==> config.mk <==
export PLATFORM = sky130hd
export DESIGN_NAME = lsr_cluster
export DESIGN_NICKNAME = d
export VERILOG_FILES = /design/src/rtl/lsr_pkg.sv /design/src/rtl/lsr_table.sv /design/src/rtl/lsr_cluster.sv
export VERILOG_INCLUDE_DIRS = /design/src /design/src/rtl
export SDC_FILE = /design/constraint.sdc
export NUM_CORES = 1
export LEC_CHECK = 0
export BUFFER_PORTS_ARGS = -buffer_cell sky130_fd_sc_hd__buf_2
export CAP_MARGIN = 20
export CORE_MARGIN = 4
export CORE_UTILIZATION = 40
export DETAILED_ROUTE_END_ITERATION = 10
export PLACE_DENSITY = 0.59
export SLEW_MARGIN = 0
export SYNTH_ARGS = -nofsm -noshare
export SYNTH_HDL_FRONTEND = slang
export SYNTH_SLANG_ARGS = --single-unit
==> constraint.sdc <==
create_clock -name clk_sys -period 1.8 [get_ports clk_sys]
set_input_delay 0.18 -clock clk_sys [delete_from_list [all_inputs] [get_ports clk_sys]]
set_output_delay 0.18 -clock clk_sys [all_outputs]
set_load 0.01 [all_outputs]
==> src/rtl/lsr_cfg.svh <==
`ifndef LSR_CFG_SVH
`define LSR_CFG_SVH
`define LSR_STAGES     16
`define LSR_TAP_W      4
`define LSR_LAST_STAGE 15
`define LSR_TABLES     4
`define LSR_SEL_W      6
`define LSR_DEPTH      64
`endif

==> src/rtl/lsr_pkg.sv <==
package lsr_pkg;
	typedef logic [15:0] lsr_stage_t;
	typedef logic [3:0]  lsr_tap_t;
	typedef logic [5:0]  lsr_sel_t;
endpackage

==> src/rtl/lsr_table.sv <==
`timescale 1ns/1ps
`default_nettype none
`include "lsr_cfg.svh"
// one table used as a 16-stage enabled shift register
module lsr_table (
	input  wire logic              clk_sys,
	input  wire logic              shift_en,
	input  wire logic              shift_in,
	input  wire lsr_pkg::lsr_tap_t tap_sel,
	output logic                   tap_out,
	output logic                   last_stage_output
);
	lsr_pkg::lsr_stage_t stage_q;
	lsr_pkg::lsr_stage_t stage_d;

	// no reset: contents only change by shifting
	always_comb begin
		stage_d = stage_q;
		if (shift_en) begin
			stage_d = {stage_q[`LSR_STAGES-2:0], shift_in}; // [RL1] [RL10]
		end
	end

	always_ff @(posedge clk_sys) begin
		stage_q <= stage_d; // [RL11]
	end

	assign tap_out           = stage_q[tap_sel];              // [RL3] [RL13]
	assign last_stage_output = stage_q[`LSR_LAST_STAGE];      // [RL4]
endmodule
`default_nettype wire

==> src/rtl/lsr_cluster.sv <==
`timescale 1ns/1ps
`default_nettype none
`include "lsr_cfg.svh"
// Behaviour
// [RL1] each table is a 16-stage shift register held in table storage.
// [RL2] one table delays serial data by 1 to 16 cycles.
// [RL3] a 4-bit tap select picks the stage shown on the addressable output.
// [RL4] each table has a last-stage output always carrying stage 15.
// [RL5] the upper table feeds the lower table through an intra-slice cascade mux.
// [RL6] each slice has a chain output and the next slice a chain input.
// [RL7] four tables chain into up to 64 cycles, and clusters chain onward.
// [RL8] a following flip-flop can register the tap, adding exactly one cycle.
// [RL9] the variant has both the cascade output and a clock enable.
// [RL10] stages shift on each rising edge with enable high, else hold.
// [RL11] stored stages have no preset or reset.
// [RL12] one clock and one enable are shared by a slice; unused enable reads active.
// [RL13] the addressable output follows tap select without a clock edge.
module lsr_cluster (
	input  wire logic              clk_sys,
	input  wire logic              rstn,
	input  wire logic              data_in,
	input  wire logic              chain_input,
	input  wire logic              use_chain_input,
	input  wire logic              shift_en_n,
	input  wire lsr_pkg::lsr_sel_t delay_sel,
	output logic                   tap_out,
	output logic                   tap_reg_q,
	output logic                   chain_output
);
	// active-low enable: an unconnected pin pulled low keeps shifting
	logic                   shift_en;
	logic [`LSR_TABLES:0]   link;
	logic [`LSR_TABLES-1:0] taps;
	logic [`LSR_TABLES-1:0] lasts;
	logic                   sel_tap;
	logic                   tap_reg_d;
	logic [1:0]             tab_idx;
	lsr_pkg::lsr_tap_t      tap_idx;
	logic [6:0]             fill_q;
	logic [6:0]             fill_d;
	logic                   fill_full;

	// table index: upper two bits of the delay select
	function automatic logic [1:0] tab_of(input lsr_pkg::lsr_sel_t sel);
		tab_of = sel[`LSR_SEL_W-1:`LSR_TAP_W];
	endfunction

	// stage index inside one table: lower four bits
	function automatic lsr_pkg::lsr_tap_t tap_of(input lsr_pkg::lsr_sel_t sel);
		tap_of = sel[`LSR_TAP_W-1:0];
	endfunction

	assign shift_en = ~shift_en_n; // [RL12]
	assign tab_idx  = tab_of(delay_sel);
	assign tap_idx  = tap_of(delay_sel);

	// fabric data or chain from the cluster above
	assign link[0] = use_chain_input ? chain_input : data_in; // [RL5] [RL6]

	// slice 0, upper table
	lsr_table tab_s0_upper (
		.clk_sys           (clk_sys),
		.shift_en          (shift_en),
		.shift_in          (link[0]),
		.tap_sel           (tap_idx),
		.tap_out           (taps[0]),
		.last_stage_output (lasts[0])
	);

	// intra-slice cascade mux: upper last stage feeds the lower table
	assign link[1] = lasts[0]; // [RL5] [RL9]

	// slice 0, lower table; clock and enable shared with the upper one
	lsr_table tab_s0_lower (
		.clk_sys           (clk_sys),
		.shift_en          (shift_en),
		.shift_in          (link[1]),
		.tap_sel           (tap_idx),
		.tap_out           (taps[1]),
		.last_stage_output (lasts[1])
	);

	// chain output of slice 0 runs into the chain input of slice 1
	assign link[2] = lasts[1]; // [RL6] [RL7]

	// slice 1, upper table
	lsr_table tab_s1_upper (
		.clk_sys           (clk_sys),
		.shift_en          (shift_en),
		.shift_in          (link[2]),
		.tap_sel           (tap_idx),
		.tap_out           (taps[2]),
		.last_stage_output (lasts[2])
	);

	assign link[3] = lasts[2]; // [RL5] [RL9]

	// slice 1, lower table
	lsr_table tab_s1_lower (
		.clk_sys           (clk_sys),
		.shift_en          (shift_en),
		.shift_in          (link[3]),
		.tap_sel           (tap_idx),
		.tap_out           (taps[3]),
		.last_stage_output (lasts[3])
	);

	// last stage of the cluster goes on to the next cluster
	assign link[4] = lasts[3]; // [RL6] [RL7] [RL9]

	// upper bits choose the table: delay = 16*table + tap + 1, up to 64
	always_comb begin
		case (tab_idx) // [RL2] [RL7]
			2'h0: begin
				sel_tap = taps[0];
			end
			2'h1: begin
				sel_tap = taps[1];
			end
			2'h2: begin
				sel_tap = taps[2];
			end
			2'h3: begin
				sel_tap = taps[3];
			end
			default: begin
				sel_tap = taps[0];
			end
		endcase
	end

	assign tap_out      = sel_tap;            // [RL13]
	assign chain_output = link[`LSR_TABLES]; // [RL6]

	always_comb begin
		tap_reg_d = sel_tap; // [RL8]
	end

	// cluster flip-flop and the fill counter are the only elements with a reset
	always_ff @(posedge clk_sys or negedge rstn) begin
		if (!rstn) begin
			tap_reg_q <= 1'b0;
		end else begin
			tap_reg_q <= tap_reg_d;
		end
	end

	// stages are never cleared, so checks wait until all 64 hold shifted data
	always_comb begin
		fill_d = fill_q;
		if (shift_en && !fill_full) begin
			fill_d = 7'(fill_q + 7'h01);
		end
	end

	always_ff @(posedge clk_sys or negedge rstn) begin
		if (!rstn) begin
			fill_q <= 7'h00;
		end else begin
			fill_q <= fill_d;
		end
	end

	assign fill_full = (fill_q == 7'(`LSR_DEPTH));

	a_tap_reg_delay: assert property (@(posedge clk_sys) disable iff (!rstn) // [RL8]
		fill_full && $past(fill_full) |-> tap_reg_q == $past(sel_tap))
		else $error("registered tap mismatch");

	a_hold_no_en: assert property (@(posedge clk_sys) disable iff (!rstn) // [RL10]
		fill_full && $past(shift_en_n) && $stable(delay_sel) |-> $stable(tap_out))
		else $error("tap changed while disabled");

	a_reg_hold: assert property (@(posedge clk_sys) disable iff (!rstn) // [RL8]
		fill_full && $past(shift_en_n) && $stable(delay_sel) |-> tap_reg_q == tap_out)
		else $error("registered tap differs while held");

	a_chain_hold: assert property (@(posedge clk_sys) disable iff (!rstn) // [RL11]
		fill_full && $past(shift_en_n) |-> $stable(chain_output))
		else $error("chain output moved without shift");

	a_first_stage: assert property (@(posedge clk_sys) disable iff (!rstn) // [RL2]
		fill_full && !shift_en_n |=> tab_of(delay_sel) != 2'h0
			|| tap_of(delay_sel) != 4'h0 || tap_out == $past(link[0]))
		else $error("first stage does not hold the last input");

	a_chain_last: assert property (@(posedge clk_sys) disable iff (!rstn) // [RL4]
		fill_full && !shift_en_n && delay_sel == 6'h3E |=> chain_output == $past(sel_tap))
		else $error("chain output wrong");

	a_table_edge: assert property (@(posedge clk_sys) disable iff (!rstn) // [RL7]
		fill_full && !shift_en_n && tap_of(delay_sel) == 4'hF && tab_of(delay_sel) != 2'h3
		##1 tap_of(delay_sel) == 4'h0
		&& tab_of(delay_sel) == 2'(tab_of($past(delay_sel)) + 2'h1)
		|-> sel_tap == $past(sel_tap))
		else $error("table cascade lost a bit");
endmodule
`default_nettype wire

==> flow_summary.toml <==
[power_and_ir_drop]
combPwrFrac_pct = 7.1
clockPowerShare_pct = 33.2
p_switching_mw = 0.679
peakVddDrop_mv = 0.628
seqPwrFrac_pct = 59.6
p_leak_nw = 1.08
p_int_mw = 2.35
power_density_mw_per_mm2 = 1010
swShare_pct = 22.4

[routing]
drt_wl_total_mm = 4.55
vias = 1323
ant_nets = 0
dr.pass1.iters = 4
drcViolationCount = 0
first_iter_violations = 103
wl_per_cell_um = 18.7
vias_per_cell = 5.44

[floorplan]
fp.dieW_um = 88.6
start_util_pct = 41.1
core_area_mm2 = 0.00631
num_rows = 29
ioPinCount = 15
die_area_mm2 = 0.00784
die_h_um = 88.6

[status]
violations = "negative setup slack"
outcome = "finished with violations"

[logic_synthesis]
synthCells = 132
synth_area_per_cell_um2 = 19.7
syn-cell-area_mm2 = 0.00260
synth.distinct_cells = 26
synth_seq_area_share_pct = 75.0
yosys_warnings = 0
synth_fp_nets = 144
ys_ff_latch = 65

[placement]
routabilityCongestion = 0.774
dp.cells = 225
dp.final_hpwl_mm = 2.84
numPortBuffers = 14

[clocking]
htree_levels = 3
worstSkewPairLatency_ps = 340
numCtsBuffers = 9
cts_num_sinks = 65
cts_max_path_buffers = 2
clk_pin_slew_worst_paths_ps = 60
root_buffer = "clkbuf_8"
cts_tree = "built"

[timing]
hold_viol = 0
setup_ws_ps = -345
rsz0062_at_grt = "true"
period_minus_slack_ps = 2150
maxSlewHeadroom_pct = 77.7
tns_ps = -345
worst_pin_slew_ps = 334
finClkSkew_ps = 8.36
setup_viol = 1
finalCritPeriodShare_pct = 119
drv_slew = 0
fmax_mhz = 466

[worst_setup_path]
arrival_ps = 1970
worst_setup_path_start_kind = "flop"
critPathMaxStageDelay_ps = 530
worstPathMaxFanout = 2
crit_type = "reg2out"
crit_start = "tab_s1_lower.stage_q[12]"
worstSetupEndpointType = "output pin"
rr_startpoint = "tab_s1_lower.stage_q[12]"
path_cells = "mux4_1 > o2111ai_2 > nand3_2 > o31a_1 > buf_2"
slowest_stage = "mux4_1"
crit_required_ps = 1620

[global_routing]
grt_use_met1_pct = 17.4
grt_pass1_vias = 1403
antenna_found_initial = 0
grt_usage_pct = 13.2
overflow = 0
grt-busiest-layer = "met2"
grt_pass1_wl_mm = 7.51
met3_usage_pct = 5.68
met2_usage_pct = 19.6
grt_max_degree = 65

[final_layout]
drive_above_1_share_pct = 25.9
num_antenna_cells = 0
most-common-layout-cells = "edfxtp_1, mux2i_1, buf_2"
layout_commonest_cell = "edfxtp_1"
final_util_pct = 47.7
area_growth_pct = 16.0
nets = 173
finalNonFillerCells = 243

[job]
maxCapViolCount = 0

[min_path]
hold_class = "in2async"
## sequential cells by signal, indices dropped and copies added (netlist names)
register,count
tab_s1_lower.stage_q,16
tab_s0_lower.stage_q,16
tab_s1_upper.stage_q,16
tap_reg_q,1
tab_s0_upper.stage_q,16
## worst max-delay path: cells and delay by family (launching register included)
kind | cells | cell delay [ps]
multiplexers | 1 | 530
AO/OA/AOI/OAI | 2 | 450
flip-flops | 1 | 420
buffers and inverters | 1 | 150
AND/OR/NAND/NOR | 1 | 80
## power by group through the flow
stage / clock network [mW] / registers, mW / logic (mW)
5_1_grt: 1.12 / 1.82 / 0.235
4_1_cts: 1.06 / 1.81 / 0.217
2_1_floorplan: 0 / 1.82 / 0.133
6_report: 1.01 / 1.81 / 0.216
3_3_place_gp: 0 / 1.84 / 0.203
3_5_place_dp: 0 / 1.84 / 0.208
## synth_stat cells
master | instances | share of area (%)
nor2b_1 | 6 | 1.4
buf_6 | 1 | 0.43
o31a_1 | 1 | 0.34
mux2i_1 | 15 | 5.8
nor2_1 | 2 | 0.29
a211oi_1 | 1 | 0.29
mux4_1 | 9 | 9.1
nand2_1 | 3 | 0.43
o211ai_1 | 1 | 0.29
nand2b_1 | 2 | 0.48
a22oi_1 | 2 | 0.58
nand3_1 | 6 | 1.2
a31oi_1 | 2 | 0.48
nand4_1 | 1 | 0.24
mux2_2 | 1 | 0.43
dfrtp_1 | 1 | 0.96
edfxtp_1 | 64 | 74
buf_2 | 4 | 0.77
a21oi_1 | 1 | 0.19
nor3b_1 | 1 | 0.29
buf_1 | 1 | 0.14
nand3b_1 | 1 | 0.29
inv_1 | 1 | 0.14
nor4_1 | 1 | 0.24
o2111ai_1 | 3 | 1.0
clkbuf_1 | 1 | 0.14
## what timing repair did
item,4_1_cts,5_1_grt
gates cloned,0,0
pin swaps,1,0
resized for setup,3,2
setup endpoints to repair,1,1
buffers inserted,1,0
endpoints found under the hold margin,1,0
hold buffers,1,0
## layer usage
layer	up-vias	share of wire [%]
met4	0	1.4
met2	34	46
met5	-	0
met1	678	47
met3	8	5.5
li1	603	-
## metrics by stage
step                total power [mW]  area (µm²)  setup slack [ps]  hold WS (ps)
CTS                             3.08        3000              -401           128
global placement                2.04        2820              -199         -43.5
finish                          3.03        3010              -345           146
floorplan                       1.95        2600               130          -116
global route                    3.17        3010              -450           130
detailed placement              2.05        2820              -238         -44.4
## worst paths after layout
| kind | endpoint | slack (ps) | depth (start not counted) |
|---|---|---|---|
| max | tap_out | -350 | 5 |
| max in group asynchronous | tap_reg_q | 1570 | 2 |
| min | tap_reg_q | 150 | 2 |
| min reg2reg | tab_s1_lower.stage_q[14] | 440 | 0 |
| min in group clk_sys | tab_s0_upper.stage_q[0] | 150 | 2 |
| max reg2reg | tap_reg_q | 190 | 4 |
## kinds of logic after synthesis
family	after synthesis	share of synthesized area (%)
AOI/OAI and AO/OA	11	3.18
DFF	65	75.0
buffers and inverters	8	1.64
and+or+nand+nor	23	4.87
muxes	25	15.3
## area by class of cell
| class | instances | area (µm²) |
|---|---|---|
| Multi-Input combinational cell | 59 | 628 |
| Inverter | 1 | 7.51 |
| Sequential cell | 65 | 1950 |
| Clock inverter | 5 | 22.5 |
| Fill cell | 549 | 3300 |
| Clock buffer | 11 | 131 |
| Tap cell | 77 | 96.3 |
| Timing Repair Buffer | 25 | 180 |
No activity file was read; power rests on OpenSTA's default activity.
